===== config.mk =====
export PLATFORM = sky130hd
export DESIGN_NAME = interrupt_mask_priority_unit
export DESIGN_NICKNAME = d
export VERILOG_FILES = /design/src/rtl/irq_unit_pkg.sv /design/src/rtl/interrupt_mask_priority_unit.sv
export SDC_FILE = /design/constraint.sdc
export NUM_CORES = 1
export LEC_CHECK = 0
export BUFFER_PORTS_ARGS = -buffer_cell sky130_fd_sc_hd__buf_2
export CAP_MARGIN = 20
export CORE_MARGIN = 10
export CORE_UTILIZATION = 45
export DETAILED_ROUTE_END_ITERATION = 10
export PLACE_DENSITY = 0.82
export SLEW_MARGIN = 20
export SYNTH_ARGS = -nofsm -noshare
export SYNTH_HDL_FRONTEND = slang
export SYNTH_SLANG_ARGS = --single-unit

===== constraint.sdc =====
create_clock -name core_clk -period 4.64 [get_ports core_clk]
set_clock_uncertainty 0.1 [all_clocks]
set_input_delay 1.392 -clock core_clk [delete_from_list [all_inputs] [get_ports core_clk]]
set_output_delay 1.392 -clock core_clk [all_outputs]
set_load 0.05 [all_outputs]

===== src/rtl/irq_unit_pkg.sv =====
// constants for the interrupt mask and priority unit
package irq_unit_pkg;
  localparam logic [7:0]  ENABLE_ADDR   = 8'ha8;
  localparam logic [7:0]  LEVEL_ADDR    = 8'hb8;
  localparam logic [7:0]  ENABLE_RESET  = 8'h00;
  localparam logic [7:0]  LEVEL_RESET   = 8'h80;
  localparam logic [7:0]  LEVEL_RO_MASK = 8'h80;
  localparam int          GATE_BIT      = 7;
  localparam int          SPI_BIT       = 6;
  localparam int          TIMER2_BIT    = 5;
  localparam int          UART0_BIT     = 4;
  localparam int          TIMER1_BIT    = 3;
  localparam int          EXT1_BIT      = 2;
  localparam int          TIMER0_BIT    = 1;
  localparam int          EXT0_BIT      = 0;
  localparam int          NUM_BASIC     = 7;
  localparam int          NUM_SRC       = 23;
  localparam logic [15:0] VEC_BASE      = 16'h0003;
  localparam logic [15:0] VEC_STEP      = 16'h0008;
  localparam logic [4:0]  FIRST_EXT_IDX = 5'h07;
endpackage


===== src/rtl/interrupt_mask_priority_unit.sv =====
// interrupt enable, level select and vectored request arbitration
// Operation
// - sources 18..22 get vectors 0x93..0xb3, eight apart, order 18..22
// - global gate bit 7 at zero blocks every source
// - with gate set, a source passes only if its own mask is set
// - enable bit 6 gates the spi request
// - enable bit 5 gates timer2, raised by low or high overflow flag
// - enable bit 4 gates the first uart request
// - enable bit 3 gates timer1 overflow, bit 1 gates timer0 overflow
// - enable bit 2 gates external request pin b
// - enable bit 0 gates external request pin a
// - level bits 6..0 set high or low level for the seven basic sources
// - level register bit 7 reads one, writes to it ignored
// - enable register at 0xa8, bit addressable, on every page
// - level register at 0xb8, bit addressable, on every page
// - high preempts low, high never preempted, ties by fixed order
// - requests sampled and decoded every cycle, one detect cycle
// - pending after return runs one more instruction before re-entry
module interrupt_mask_priority_unit (
  input  wire logic        core_clk,
  input  wire logic        rst,
  input  wire logic [7:0]  sfr_addr,
  input  wire logic        sfr_wr,
  input  wire logic        sfr_rd,
  input  wire logic [7:0]  sfr_wdata,
  output logic      [7:0]  sfr_rdata_r,
  input  wire logic        bit_wr,
  input  wire logic [7:0]  bit_addr,
  input  wire logic        bit_wdata,
  input  wire logic        ext0_pend,
  input  wire logic        timer0_overflow_flag,
  input  wire logic        ext1_pend,
  input  wire logic        timer1_overflow_flag,
  input  wire logic        uart0_pend,
  input  wire logic        timer2_low_overflow_flag,
  input  wire logic        timer2_high_overflow_flag,
  input  wire logic        spi_pend,
  input  wire logic [22:7] ext_pend,
  input  wire logic [22:7] ext_mask,
  input  wire logic [22:7] ext_level,
  input  wire logic        irq_ack,
  input  wire logic        return_from_isr_instr_done,
  input  wire logic        instr_done,
  output logic             irq_req_r,
  output logic      [4:0]  irq_index_r,
  output logic      [15:0] irq_vector_r,
  output logic             irq_level_r
);

  logic [7:0]  global_and_basic_source_enable_r;
  logic [7:0]  basic_source_level_select_r;
  logic        act_low_r;
  logic        act_high_r;
  logic        holdoff_r;
  logic [22:0] pend_all;
  logic [22:0] mask_all;
  logic [22:0] lvl_all;
  logic [22:0] en_vec;
  logic [4:0]  hi_idx;
  logic [4:0]  lo_idx;
  logic        hi_any;
  logic        lo_any;
  logic        blocked;
  logic        cand_valid;
  logic [4:0]  win_idx;
  logic        win_lvl;
  logic        enable_addr_hit;
  logic        level_addr_hit;
  logic        enable_bit_hit;
  logic        level_bit_hit;

  assign enable_addr_hit = sfr_addr == irq_unit_pkg::ENABLE_ADDR;
  assign enable_bit_hit  = bit_addr[7:3] == irq_unit_pkg::ENABLE_ADDR[7:3];
  assign level_addr_hit = sfr_addr == irq_unit_pkg::LEVEL_ADDR;
  assign level_bit_hit  = bit_addr[7:3] == irq_unit_pkg::LEVEL_ADDR[7:3];

  // no page input: both registers answer whatever page is selected
  // enable reset value
  always_ff @(posedge core_clk) begin
    if (rst) begin
      global_and_basic_source_enable_r <= irq_unit_pkg::ENABLE_RESET;
    end else if (sfr_wr && enable_addr_hit) begin
      global_and_basic_source_enable_r <= sfr_wdata;
    end else if (bit_wr && enable_bit_hit) begin
      global_and_basic_source_enable_r[bit_addr[2:0]] <= bit_wdata;
    end
  end

  // top level bit held at one
  always_ff @(posedge core_clk) begin
    if (rst) begin
      basic_source_level_select_r <= irq_unit_pkg::LEVEL_RESET;
    end else if (sfr_wr && level_addr_hit) begin
      basic_source_level_select_r <= sfr_wdata | irq_unit_pkg::LEVEL_RO_MASK;
    end else if (bit_wr && level_bit_hit && (bit_addr[2:0] != 3'h7)) begin
      basic_source_level_select_r[bit_addr[2:0]] <= bit_wdata;
    end
  end

  // other sfr addresses read as zero so the core can or the read buses
  always_ff @(posedge core_clk) begin
    if (rst) begin
      sfr_rdata_r <= 8'h00;
    end else if (sfr_rd && enable_addr_hit) begin
      sfr_rdata_r <= global_and_basic_source_enable_r;
    end else if (sfr_rd && level_addr_hit) begin
      sfr_rdata_r <= basic_source_level_select_r;
    end else if (sfr_rd) begin
      sfr_rdata_r <= 8'h00;
    end
  end

  assign pend_all[irq_unit_pkg::EXT0_BIT]   = ext0_pend;
  assign pend_all[irq_unit_pkg::TIMER0_BIT] = timer0_overflow_flag;
  assign pend_all[irq_unit_pkg::TIMER1_BIT] = timer1_overflow_flag;
  assign pend_all[irq_unit_pkg::EXT1_BIT]   = ext1_pend;
  assign pend_all[irq_unit_pkg::UART0_BIT]  = uart0_pend;
  assign pend_all[irq_unit_pkg::TIMER2_BIT] = timer2_low_overflow_flag | timer2_high_overflow_flag;
  assign pend_all[irq_unit_pkg::SPI_BIT]    = spi_pend;
  assign pend_all[22:7] = ext_pend;
  assign mask_all = {ext_mask, global_and_basic_source_enable_r[6:0]};
  assign lvl_all  = {ext_level, basic_source_level_select_r[6:0]};

  // per source mask under global gate
  for (genvar i = 0; i < irq_unit_pkg::NUM_SRC; i++) begin : g_src
    assign en_vec[i] = global_and_basic_source_enable_r[irq_unit_pkg::GATE_BIT] & mask_all[i] & pend_all[i];
  end

  always_comb begin
    hi_idx = 5'h00;
    lo_idx = 5'h00;
    hi_any = 1'b0;
    lo_any = 1'b0;
    for (int i = irq_unit_pkg::NUM_SRC - 1; i >= 0; i--) begin
      if (en_vec[i] && lvl_all[i]) begin
        hi_idx = 5'(i);
        hi_any = 1'b1;
      end
      if (en_vec[i] && !lvl_all[i]) begin
        lo_idx = 5'(i);
        lo_any = 1'b1;
      end
    end
  end

  // hold off across return and the next instruction
  assign blocked = holdoff_r | return_from_isr_instr_done | irq_ack;

  always_comb begin
    cand_valid = 1'b0;
    win_idx    = 5'h00;
    win_lvl    = 1'b0;
    if (!blocked && !act_high_r) begin
      if (hi_any) begin
        cand_valid = 1'b1;
        win_idx    = hi_idx;
        win_lvl    = 1'b1;
      end else if (lo_any && !act_low_r) begin
        cand_valid = 1'b1;
        win_idx    = lo_idx;
      end
    end
  end

  always_ff @(posedge core_clk) begin
    if (rst) begin
      irq_req_r   <= 1'b0;
      irq_index_r <= 5'h00;
      irq_level_r <= 1'b0;
    end else begin
      irq_req_r   <= cand_valid;
      irq_index_r <= win_idx;
      irq_level_r <= win_lvl;
    end
  end

  always_ff @(posedge core_clk) begin
    if (rst) begin
      irq_vector_r <= irq_unit_pkg::VEC_BASE;
    end else begin
      irq_vector_r <= irq_unit_pkg::VEC_BASE + irq_unit_pkg::VEC_STEP * {11'h000, win_idx};
    end
  end

  // nesting state: a return retires the high routine first
  always_ff @(posedge core_clk) begin
    if (rst) begin
      act_low_r  <= 1'b0;
      act_high_r <= 1'b0;
    end else if (irq_ack && irq_req_r) begin
      if (irq_level_r) begin
        act_high_r <= 1'b1;
      end else begin
        act_low_r <= 1'b1;
      end
    end else if (return_from_isr_instr_done) begin
      if (act_high_r) begin
        act_high_r <= 1'b0;
      end else begin
        act_low_r <= 1'b0;
      end
    end
  end

  always_ff @(posedge core_clk) begin
    if (rst) begin
      holdoff_r <= 1'b0;
    end else if (return_from_isr_instr_done) begin
      holdoff_r <= 1'b1;
    end else if (instr_done) begin
      holdoff_r <= 1'b0;
    end
  end

  gate_block_a: assert property (@(posedge core_clk) disable iff (rst)
    !global_and_basic_source_enable_r[irq_unit_pkg::GATE_BIT] |=> !irq_req_r)
    else $error("request with global gate clear");

  vector_map_a: assert property (@(posedge core_clk) disable iff (rst)
    irq_req_r |-> irq_vector_r == 16'h0003 + 16'h0008 * {11'h000, irq_index_r})
    else $error("vector does not match source index");

  mask_pass_a: assert property (@(posedge core_clk) disable iff (rst)
    (global_and_basic_source_enable_r[7] && (en_vec != 23'h0) && !blocked && !act_high_r && !act_low_r)
      |=> irq_req_r)
    else $error("enabled pending source not forwarded");

  spi_gate_a: assert property (@(posedge core_clk) disable iff (rst)
    (irq_req_r && irq_index_r == 5'h06) |-> $past(global_and_basic_source_enable_r[6] && spi_pend))
    else $error("spi request without its mask");

  timer2_gate_a: assert property (@(posedge core_clk) disable iff (rst)
    (irq_req_r && irq_index_r == 5'h05) |->
      $past(global_and_basic_source_enable_r[5] && (timer2_low_overflow_flag || timer2_high_overflow_flag)))
    else $error("timer2 request without mask or flag");

  uart0_gate_a: assert property (@(posedge core_clk) disable iff (rst)
    (irq_req_r && irq_index_r == 5'h04) |-> $past(global_and_basic_source_enable_r[4]))
    else $error("uart request without its mask");

  timer_gate_a: assert property (@(posedge core_clk) disable iff (rst)
    irq_req_r && (irq_index_r == 5'h03 || irq_index_r == 5'h01) |->
      (irq_index_r == 5'h03) ? $past(global_and_basic_source_enable_r[3])
                             : $past(global_and_basic_source_enable_r[1]))
    else $error("timer request without its mask");

  ext_gate_a: assert property (@(posedge core_clk) disable iff (rst)
    (irq_req_r && irq_index_r == 5'h02) |-> $past(global_and_basic_source_enable_r[2] && ext1_pend))
    else $error("pin b request without its mask");

  ext0_gate_a: assert property (@(posedge core_clk) disable iff (rst)
    (irq_req_r && irq_index_r == 5'h00) |-> $past(global_and_basic_source_enable_r[0] && ext0_pend))
    else $error("pin a request without its mask");

  level_sel_a: assert property (@(posedge core_clk) disable iff (rst)
    (irq_req_r && irq_index_r < 5'h07) |->
      ((($past(basic_source_level_select_r) >> irq_index_r) & 8'h01) == {7'h00, irq_level_r}))
    else $error("level does not follow level register");

  top_bit_a: assert property (@(posedge core_clk) disable iff (rst)
    (sfr_rd && level_addr_hit) |=> sfr_rdata_r[7])
    else $error("level register bit 7 read as zero");

  level_top_a: assert property (@(posedge core_clk) disable iff (rst)
    basic_source_level_select_r[7])
    else $error("level register bit 7 cleared");

  enable_write_a: assert property (@(posedge core_clk) disable iff (rst)
    (sfr_wr && enable_addr_hit) |=> global_and_basic_source_enable_r == $past(sfr_wdata))
    else $error("enable register byte write lost");

  level_write_a: assert property (@(posedge core_clk) disable iff (rst)
    (sfr_wr && level_addr_hit) |=> basic_source_level_select_r == ($past(sfr_wdata) | 8'h80))
    else $error("level register byte write lost");

  reset_val_a: assert property (@(posedge core_clk) disable iff (rst)
    $past(rst) |-> (global_and_basic_source_enable_r == 8'h00 && basic_source_level_select_r == 8'h80
      && !irq_req_r))
    else $error("wrong values after reset");

  no_preempt_a: assert property (@(posedge core_clk) disable iff (rst)
    act_high_r |=> !irq_req_r)
    else $error("request while high routine runs");

  high_first_a: assert property (@(posedge core_clk) disable iff (rst)
    (cand_valid && hi_any) |=> irq_level_r)
    else $error("low request won over high");

  one_cycle_a: assert property (@(posedge core_clk) disable iff (rst)
    cand_valid |=> (irq_req_r && irq_index_r == $past(win_idx)))
    else $error("request not presented next cycle");

  return_hold_a: assert property (@(posedge core_clk) disable iff (rst)
    (return_from_isr_instr_done && !instr_done) |=> !irq_req_r ##1 (!irq_req_r || $past(instr_done)))
    else $error("re-entry before one more instruction");

endmodule // interrupt_mask_priority_unit


Word-level counts from Yosys, hierarchy flattened
Cells that the tools add are included.
- bits in registers: 50
- input port bits: 89
- word-level logic and storage cells: 282
- output and inout port bits: 31
- bitwise operators: 50
- eq/ne operators: 8
- add/sub/neg operators: 1
- mux-type cells: 118
- reduce and logical (&&, ||, !) cells: 92
- magnitude comparators: 2
- operator list (kind ; number):
    $mux 5 ; 49
    $mux 1 ; 59
    $logic_and 1x1->1 ; 57
    $and 1x1->1 ; 46
    $mux 8 ; 5
    $logic_not 1->1 ; 26
    $bwmux 8 ; 2
    $eq 8x8->1 const B ; 2
    $mux 7 ; 2
    $eq 5x5->1 const B ; 2
    $add 2x8->9 const A ; 1
    $reduce_bool 2->1 ; 4
    $lt 3x4->1 const B ; 1
    $ne 2x2->1 const B ; 2
    $reduce_or 2->1 ; 2
    $demux 1 s3 ; 1
    $ge 3x1->1 const B ; 1
    $ne 3x3->1 const B ; 1
    $or 1x1->1 ; 3
    $reduce_and 3->1 ; 1
    $reduce_bool 3->1 ; 1
    $ne 2x1->1 const B ; 1
    $reduce_and 2->1 ; 1
    $not 1->1 ; 1

Longest topological paths before layout
Gate-level depths: netlist of the first run.
- depth in word-level cells: 31
- gate-level depth with buffers: 10
- mapped depth without buffers: 7

Worst setup path before layout of the first run
OpenSTA, ideal clock, no wires.
- path type: input to register
- from: in sfr_addr[6]
- to: reg basic_source_level_select_r[1]
- path buffers: 1
- setup time: 0.091 ns
- required time: 4.449 ns
- arrival: 2.774 ns
- slack: 1.675 ns
- cell stages on the path: 5
- cells stage by stage: or4b_1 nor3_1 nand3_1 clkbuf_1 a311oi_1
- word-level cells in the longest chain between the ends: 3
- elaborated cells on any way between the ends: 4
- those cells by class: 1 x eq/ne; 1 x mux; 2 x reduce/logical
- ends and longest elaborated chain (element ; RTL line ; RTL):
    from (decl) ; interrupt_mask_priority_unit.sv:22 ; input wire logic [7:0] sfr_addr,
    $eq 8x8->1 * ; interrupt_mask_priority_unit.sv:74 ; assign level_addr_hit = sfr_addr == irq_unit_pkg::LEVEL_ADDR;
    $logic_and 1x1->1 * ; interrupt_mask_priority_unit.sv:93 ; end else if (sfr_wr && level_addr_hit) begin
    $mux 7 / $reduce_bool 2->1 (equally long branches) ; n/a ;
    to (signal assigned) ; interrupt_mask_priority_unit.sv:92 ; basic_source_level_select_r <= irq_unit_pkg::LEVEL_RESET;
    to (signal assigned) ; interrupt_mask_priority_unit.sv:94 ; basic_source_level_select_r <= sfr_wdata | irq_unit_pkg::LEVEL_RO_MASK;
    to (signal, indexed assignment) ; interrupt_mask_priority_unit.sv:96 ; basic_source_level_select_r[bit_addr[2:0]] <= bit_wdata;
    to (decl) ; interrupt_mask_priority_unit.sv:51 ; logic [7:0] basic_source_level_select_r;
Mark *: on every way between the ends. The rest lies on a longest branch, timed or not.
A chain may end at the register's enable or synchronous reset.

Worst setup path after layout of the first run
- from: in sfr_addr[6]
- to: reg global_and_basic_source_enable_r[4]
- word-level cells in the longest chain between the ends: 3
- elaborated cells on any way between the ends: 4
- those cells by class: 1 x eq/ne; 1 x mux; 2 x reduce/logical
- ends and longest elaborated chain (element ; RTL line ; RTL):
    $eq 8x8->1 * ; interrupt_mask_priority_unit.sv:72 ; assign enable_addr_hit = sfr_addr == irq_unit_pkg::ENABLE_ADDR;
    $logic_and 1x1->1 * ; interrupt_mask_priority_unit.sv:82 ; end else if (sfr_wr && enable_addr_hit) begin
    $mux 8 / $reduce_bool 2->1 (equally long branches) ; n/a ;
    to (signal assigned) ; interrupt_mask_priority_unit.sv:81 ; global_and_basic_source_enable_r <= irq_unit_pkg::ENABLE_RESET;
    to (signal assigned) ; interrupt_mask_priority_unit.sv:83 ; global_and_basic_source_enable_r <= sfr_wdata;
    to (signal, indexed assignment) ; interrupt_mask_priority_unit.sv:85 ; global_and_basic_source_enable_r[bit_addr[2:0]] <= bit_wdata;
    to (decl) ; interrupt_mask_priority_unit.sv:50 ; logic [7:0] global_and_basic_source_enable_r;
Marks and branches as above.

==> results of run 1 <==
-- logic make-up after synthesis --
group | Yosys count | synth area share
AOI/OAI and AO/OA | 83 | 0.2050
DFF | 34 | 0.2494
buffers and inverters | 35 | 0.08345
muxes | 15 | 0.05869
other | 2 | 0.002752
and+or+nand+nor | 188 | 0.4007
-- power by group through the flow --
| stage | Sequential, mW | Combinational [mW] | Clock, mW |
|---|---|---|---|
| after floorplan | 0.300 | 0.0467 | 0 |
| after global placement | 0.300 | 0.0870 | 0 |
| after detailed placement | 0.300 | 0.0892 | 0 |
| after CTS | 0.294 | 0.0895 | 0.275 |
| after global routing | 0.294 | 0.0995 | 0.287 |
| final | 0.294 | 0.0914 | 0.272 |
-- worst max-delay path: stages --
cell      delay [ns]
buf_2           0.09
or4b_1          0.51
nor3_1          0.28
nand3b_1        0.49
nor2_1          0.26
a211oi_1        0.07
-- per-stage QoR --
step                setup WS, ns  hold WS (ns)  power (mW)  instance area, um2
floorplan                  1.675        0.3145      0.3469                2763
global placement           1.401        0.3268      0.3872                3188
detailed placement         1.288        0.3324      0.3894                3188
CTS                        1.606        0.3510      0.6582                3301
global route               1.434        0.3846      0.6799                3301
finish                     1.585        0.3508      0.6573                3301
-- metal layers --
metal / wire [um] / vias to the layer above / track usage
met4: 87 / 0 / 0.04139
met5: 0 / - / 0
met2: 4125 / 142 / 0.2934
li1: - / 1517 / -
met1: 3393 / 1425 / 0.1841
met3: 875 / 12 / 0.06695
-- flip-flops by register name, indices dropped and copies added (netlist names), 5 cells and up --
name                              flops
sfr_rdata_r                           8
global_and_basic_source_enable_r      8
basic_source_level_select_r           8
irq_index_r                           5
-- final timing paths --
kind / from / endpoint / slack (ns) / cells past startpoint
setup / recovery: sfr_addr[6] / global_and_basic_source_enable_r[4]$_SDFFE_PP0P_ / 1.58 / 6
hold / removal: basic_source_level_select_r[7]$_SDFFE_PP1P_ / basic_source_level_select_r[7]$_SDFFE_PP1P_ / 0.35 / 2
setup reg to reg: global_and_basic_source_enable_r[7]$_SDFFE_PP0P_ / irq_index_r[1]$_SDFF_PP0_ / 2.19 / 7
hold reg to reg: basic_source_level_select_r[7]$_SDFFE_PP1P_ / basic_source_level_select_r[7]$_SDFFE_PP1P_ / 0.35 / 2
-- layout make-up --
type	instances	area (um2)
multi-input combinational	297	1854
tap	75	93.84
fill	572	2620
sequential	34	680.7
clock buffer	6	82.58
timing repair buffer	109	548.0
clock inverter	1	30.03
inverter	3	11.26
-- cells in the final DEF, fill, tap and decap left out, types with 7 or more instances in the layout --
master    synthesis  routed
conb_1            2      11
nor2_1           47      47
nand4_1          24      24
nor2b_1           8       8
nand3_1          17      17
mux2i_1           7       7
o21ai_0          20      20
dfxtp_1          34      34
a311oi_1          8       8
nand4b_1          9       9
a211oi_1         13      13
nor3_1           10      10
a21oi_1          16      16
mux2_2            8       8
nand2_1          32      32
buf_2             2     108
==> run summary, run 1 <==
initial DRC count - 172
Pint - 0.4988 mW
Synth area leaders - dfxtp_1 (25%), nor2_1 (6.5%), nand4_1 (5.5%), buf_4 (4.7%), nand2_1 (4.4%)
Warnings, synthesis - 0
GP Congestion - 0.8781
vias per inst - 5.897
Startpoint Class - primary input
Netlist cell types - 57
Arr. time, crit path - 3.09 ns
port buffer count - 108
final setup vio count - 0
Post-synth top flop - dfxtp_1
sw frac - 0.2411
most frequent cells after synthesis - nor2_1 (47), dfxtp_1 (34), nand2_1 (32), nand4_1 (24), o21ai_0 (20)
grt ovf - 0
# hold bufs at CTS - 0
Yosys top cell area share - 0.2494
first-pass GRT wire length - 14,020 um
most frequent cell after synthesis - nor2_1
post-CTS sizing - 0
largest net degree at the start of global routing - 50
initial antenna violation count - 0
Setup Buffers After CTS - 0
Slew Limit Fails - 0
Post-Route WL - 8482 um
Sink Count - 34
worst path required time - 4.68 ns
cts bufs inserted - 5
vias in the first global route - 3,167
maxcap violations - 0
post-synthesis sequential area ratio - 0.2494
Layout area overhead - 20.95%
Die Span X - 97.87 um
WS Path Type - primary input to register
IO Count - 120
ANT cells - 0
Layout Nets - 539
Synth Instances - 357
Tot GR Track Use - 0.1676
Routed WL per cell - 16.16 um
IR drop worst, VDD - 0.1772 mV
initial cell density of the core - 0.4609
Max FO, Critical Path - 16
HP Class - register to register
synthesized area - 2729 um2
core area - 5921 um2
Layout Utilization - 0.5575
DRC violations left - 0
Crit. End Element - register
Detailed Place HPWL - 6916 um
Worst-path clk slew - 0.07 ns
Leakage - 1.506 nW
sequential power share - 0.447
largest buffer count on any clock path - 2
H-tree depth - 2
Clk pwr share - 0.414
fraction of registers with async set/reset - 0
Clock Latency Late Sink - 0.28 ns
Vias - 3,096
remaining antenna violation count after routing - 0
setup TNS - 0 ns
Power per Cell Area - 199.1 nW/um2
Final Hold Vio Count - 0
P_sw - 0.1585 mW
Yosys reg bits - 34
post-synth top area cell - dfxtp_1
die area - 9579 um2
fmax - 327.3 MHz
DRT Pass-1 Iters - 5
Worst Max-Slew Pin Slew - 0.6162 ns
EDFF count, synth - 0
layout cells sized above 1 - 0.3178
clock root buffer - clkbuf_8
result of the run - complete, no violations
placed cell count - 518
non-filler cells, final - 525
FP Rows - 28
Final period util - 0.6584
Die Y - 97.87 um
fin crit period - 3.055 ns
Slew HR - 0.5883
Combinational Power Share - 0.139
Synth Area per Inst - 7.644 um2
RSZ-0062 raised after global routing - false
CTS tree - done
Power figures use the tool's default switching activity.
==> run 2: changes to the inputs <==
- clock period: 4.64 -> 3 ns (I/O delays scaled with it)
==> run summary, run 2 (synthesis results as in run 1) <==
port buffer count - 108
ANT cells - 0
Startpoint Class - primary input
result of the run - complete, no violations
Largest regs - basic_source_level_select_r: 8 flops, global_and_basic_source_enable_r: 8 flops, sfr_rdata_r: 8 flops
met3 Track Usage GR - 0.05497
H-tree depth - 2
layout cells sized above 1 - 0.3253
initial antenna violation count - 0
Final Hold Vio Count - 0
maxcap violations - 0
CTS tree - done
final setup vio count - 0
Max FO, Critical Path - 3
non-filler cells, final - 530
r2r setup slk - 0.70 ns
Leakage - 1.517 nW
Vias - 3,048
Clock Latency Late Sink - 0.29 ns
IO Count - 120
cts bufs inserted - 5
most common cell after layout, fill and taps aside - buf_2
WS Path Type - primary input to register
Post-Route WL - 8565 um
first-pass GRT wire length - 13,720 um
R2R Path Start - global_and_basic_source_enable_r[7]$_SDFFE_PP0P_
Setup Buffers After CTS - 0
Slew HR - 0.6394
Worst Max-Slew Pin Slew - 0.5398 ns
highest-delay cell along the critical path - or4_4
HP Class - register to register
GRT met2 Usage - 0.2802
WHS Endpoint - basic_source_level_select_r[7]$_SDFFE_PP1P_
post-CTS sizing - 0
Arr. time, crit path - 2.49 ns
fin crit period - 2.401 ns
die area - 9579 um2
Tot GR Track Use - 0.1644
remaining antenna violation count after routing - 0
RSZ-0062 raised after global routing - false
Worst R2R End - irq_index_r[4]$_SDFF_PP0_
initial DRC count - 163
CP Cell Sequence - buf_2 > nand4b_1 > o21ai_0 > or4_4 > nor2_1 > a211oi_1 > a31o_2
clock root buffer - clkbuf_8
core area - 5921 um2
# hold bufs at CTS - 0
Layout area overhead - 22.10%
Routed WL per cell - 16.16 um
setup TNS - 0 ns
vias per inst - 5.751
Slew Limit Fails - 0
Final period util - 0.8002
Sink Count - 34
DRC violations left - 0
Detailed Place HPWL - 6981 um
met1 Use GR - 0.1930
placed cell count - 522
Die Y - 97.87 um
DRT Pass-1 Iters - 4
vias in the first global route - 3,010
GP Congestion - 0.8896
grt ovf - 0
Most Crowded Layer GR - met2
final setup margin - 0.5993 ns
Layout Nets - 543
Hold Path Stages - 2
Die Span X - 97.87 um
commonest non-fill, non-tap cells in the layout - buf_2 (108), nor2_1 (47), dfxtp_1 (34)
Crit. End Element - register
IR drop worst, VDD - 0.2428 mV
initial cell density of the core - 0.4609
largest buffer count on any clock path - 2
fmax - 416.5 MHz
worst path required time - 3.09 ns
crit-path max cell delay - 0.58 ns
worst reg-to-reg path cell count - 7
largest net degree at the start of global routing - 29
Worst-path clk slew - 0.08 ns
hold path startpoint - basic_source_level_select_r[7]$_SDFFE_PP1P_
Power per Cell Area - 305.0 nW/um2
Setup Slack @ Placement - 0.3068 ns
FP Rows - 28
-- run 2: cell count changes in the layout (fill, tap and decap cells not counted) --
cell,before,now
clkbuf_8,6,5
buf_4,1,5
clkinvlp_4,0,2
-- run 2: how the worst max path moves through the flow --
stage                     start                                               end  cells past startpoint
finish              ext_pend[8]                         irq_index_r[2]$_SDFF_PP0_                      7
global route             bit_wr  global_and_basic_source_enable_r[3]$_SDFFE_PP0P_                      7
CTS                 ext_pend[8]                         irq_index_r[2]$_SDFF_PP0_                      7
detailed placement  ext_pend[8]                         irq_index_r[2]$_SDFF_PP0_                      7
global placement    ext_pend[8]                         irq_index_r[2]$_SDFF_PP0_                      7
floorplan           sfr_addr[6]       basic_source_level_select_r[1]$_SDFFE_PP0P_                      5
-- run 2: stage by stage --
step                hold slack (ns)    util  power, mW  cell area, um2
floorplan                    0.3145       -     0.5365            2763
CTS                          0.3512  0.5628      1.019            3332
global placement             0.3251  0.5435     0.5995            3218
detailed placement           0.3329  0.5435     0.6026            3218
global route                 0.3914  0.5628      1.051            3332
finish                       0.3502  0.5628      1.016            3332
-- run 2: where the power goes --
| group | internal (mW) | total, mW | switching (mW) | leakage [nW] |
|---|---|---|---|---|
| Clock | 0.247 | 0.421 | 0.174 | 0.0504 |
| Sequential | 0.453 | 0.454 | 0.00130 | 0.274 |
| Combinational | 0.0539 | 0.141 | 0.0872 | 1.19 |
| Total | 0.754 | 1.02 | 0.263 | 1.52 |
-- run 2: layout make-up --
class | count | area (um2)
Fill cell | 576 | 2589
Multi-Input combinational cell | 297 | 1854
Sequential cell | 34 | 680.7
Timing Repair Buffer | 113 | 578.1
Tap cell | 75 | 93.84
Clock buffer | 5 | 68.82
Clock inverter | 3 | 45.04
Inverter | 3 | 11.26
-- run 2: worst max-delay path, delay by kind of cell --
kind | cells | cell delay (ns)
buf+inv | 1 | 0.10
compound gates | 3 | 0.57
simple gates | 3 | 0.91
-- run 2: per-layer routing --
metal	vias to the layer above	wire, um
met1	1382	3556
met3	15	763
met2	132	4116
met4	0	129
met5	-	0
li1	1519	-
==> run 3: changes to the inputs <==
- ABC_AREA: not set -> 1
- CORE_UTILIZATION: 45 -> 44
- PLACE_DENSITY: 0.82 -> 0.83
- clock period: 3 -> 2.2 ns (I/O delays scaled with it)
==> run summary, run 3 <==
most frequent cells after synthesis - nand2_1 (103), inv_1 (86), nor2_1 (58), o21ai_0 (35), dfxtp_1 (34)
Hold Path Stages - 2
EDFF count, synth - 0
Detailed Place HPWL - 6962 um
cts bufs inserted - 5
CTS tree - done
Synth Instances - 468
DRT Pass-1 Iters - 5
Synth area leaders - dfxtp_1 (25%), nand2_1 (14%), inv_1 (12%), nor2_1 (7.9%), o21ai_0 (6.3%)
die area - 9876 um2
worst reg-to-reg path cell count - 13
Synth Area per Inst - 5.924 um2
vias per inst - 4.961
IR drop worst, VDD - 0.2336 mV
commonest non-fill, non-tap cells in the layout - buf_2 (108), nand2_1 (103), inv_1 (85)
Final period util - 0.9558
initial antenna violation count - 0
Final Cell Area - 3601 um2
Startpoint Class - register
grt ovf - 0
first-pass GRT wire length - 13,420 um
GP Congestion - 0.9046
maxcap violations - 0
core area - 6026 um2
largest net degree at the start of global routing - 25
Worst-path clk slew - 0.07 ns
Final Hold Vio Count - 0
vias in the first global route - 3,141
Arr. time, crit path - 2.18 ns
ANT cells - 0
port buffer count - 108
Die Span X - 99.38 um
Power per Cell Area - 348.8 nW/um2
Yosys reg bits - 34
Die Y - 99.38 um
Netlist cell types - 39
Largest regs - basic_source_level_select_r: 8 flops, global_and_basic_source_enable_r: 8 flops, sfr_rdata_r: 8 flops
FP Rows - 28
result of the run - complete, no violations
post-synthesis sequential area ratio - 0.2455
most common cell after layout, fill and taps aside - buf_2
Layout area overhead - 29.87%
placed cell count - 651
worst path required time - 2.28 ns
fmax - 475.6 MHz
Worst R2R End - irq_index_r[1]$_SDFF_PP0_
IO Count - 120
synthesized area - 2773 um2
H-tree depth - 2
DRC violations left - 0
Sink Count - 34
Post-Route WL - 8496 um
r2r setup slk - 0.1 ns
non-filler cells, final - 666
Crit. End Element - register
initial DRC count - 207
Slew Limit Fails - 0
Hold Slack - 0.3594 ns
HP Class - register to register
Post-synth top flop - dfxtp_1
Post-DP Area - 3397 um2
fin crit period - 2.103 ns
Tot Pwr - 1.256 mW
remaining antenna violation count after routing - 0
fraction of registers with async set/reset - 0
Layout Nets - 680
clock root buffer - clkbuf_8
most frequent cell after synthesis - nand2_1
Leakage - 1.807 nW
RSZ-0062 raised after global routing - true
WS Path Type - register to register
WHS Endpoint - basic_source_level_select_r[7]$_SDFFE_PP1P_
Layout Utilization - 0.5976
initial cell density of the core - 0.4601
Max FO, Critical Path - 6
post-synth top area cell - dfxtp_1
Clock Latency Late Sink - 0.29 ns
final setup vio count - 0
Yosys top cell area share - 0.2455
largest buffer count on any clock path - 2
Tot GR Track Use - 0.1557
Routed WL per cell - 12.76 um
hold path startpoint - basic_source_level_select_r[7]$_SDFFE_PP1P_
R2R Path Start - global_and_basic_source_enable_r[7]$_SDFFE_PP0P_
Warnings, synthesis - 0
layout cells sized above 1 - 0.2995
Vias - 3,304
-- run 3: metal layers --
layer	up-vias	track usage	share of wire
met1	1464	0.1655	0.40
met2	109	0.2886	0.50
met3	14	0.05121	0.091
met4	0	0.03638	0.013
li1	1717	-	-
met5	-	0	0
-- run 3: cells by family (layout without fill, tap and decap cells) --
logic type	count (synthesis)	in the layout	synth area share
AOI/OAI and AO/OA	77	77	0.1584
DFF	34	34	0.2455
other	2	11	0.002709
and+or+nand+nor	238	238	0.4052
buffers and inverters	117	231	0.1882
-- run 3: worst max path at each step --
| stage | startpoint | cells after the start | to |
|---|---|---|---|
| 2_1_floorplan | timer2_high_overflow_flag | 14 | irq_index_r[1]$_SDFF_PP0_ |
| 4_1_cts | global_and_basic_source_enable_r[7]$_SDFFE_PP0P_ | 25 | irq_index_r[0]$_SDFF_PP0_ |
| 3_3_place_gp | timer2_high_overflow_flag | 15 | irq_index_r[1]$_SDFF_PP0_ |
| 3_5_place_dp | timer2_high_overflow_flag | 15 | irq_index_r[1]$_SDFF_PP0_ |
| 5_1_grt | global_and_basic_source_enable_r[7]$_SDFFE_PP0P_ | 25 | irq_index_r[0]$_SDFF_PP0_ |
| 6_report | global_and_basic_source_enable_r[7]$_SDFFE_PP0P_ | 13 | irq_index_r[1]$_SDFF_PP0_ |
-- run 3: through the flow --
stage / setup slack (ns) / TNS, ns
final: 0.09717 / 0
after global routing: -0.07492 / -0.1774
after CTS: 0.01585 / 0
after detailed placement: -0.2022 / -0.6538
after global placement: -0.1381 / -0.4147
after floorplan: 0.04623 / 0
-- run 3: area by class of cell --
class | instances | area (um2)
Clock buffer | 7 | 76.32
Fill cell | 584 | 2425
Inverter | 92 | 345.3
Multi-Input combinational cell | 326 | 1647
Sequential cell | 34 | 684.4
Tap cell | 75 | 93.84
Timing Repair Buffer | 132 | 754.5
-- run 3: critical path, cell delays in order, from the launching register on --
cell	delay, ns
dfxtp_4	0.36
buf_4	0.15
clkbuf_16	0.16
nand3_1	0.08
nor2_1	0.07
nor4_2	0.27
nand2_1	0.14
nor2_2	0.13
a21oi_2	0.08
inv_2	0.06
nor2_2	0.03
nand2_2	0.07
nor2_2	0.04
a32o_1	0.25
-- run 3: report_power, final --
group / switching [mW] / internal, mW / leakage [nW]
registers: 0.00156 / 0.617 / 0.275
clock network: 0.217 / 0.218 / 0.0383
logic: 0.127 / 0.0759 / 1.49
-- run 3: timing repair --
action,4_1_cts,5_1_grt
endpoints found under the hold margin,0,0
setup buffers,0,6
hold buffers,0,0
resized for setup,0,12
endpoints found under the setup margin,0,4
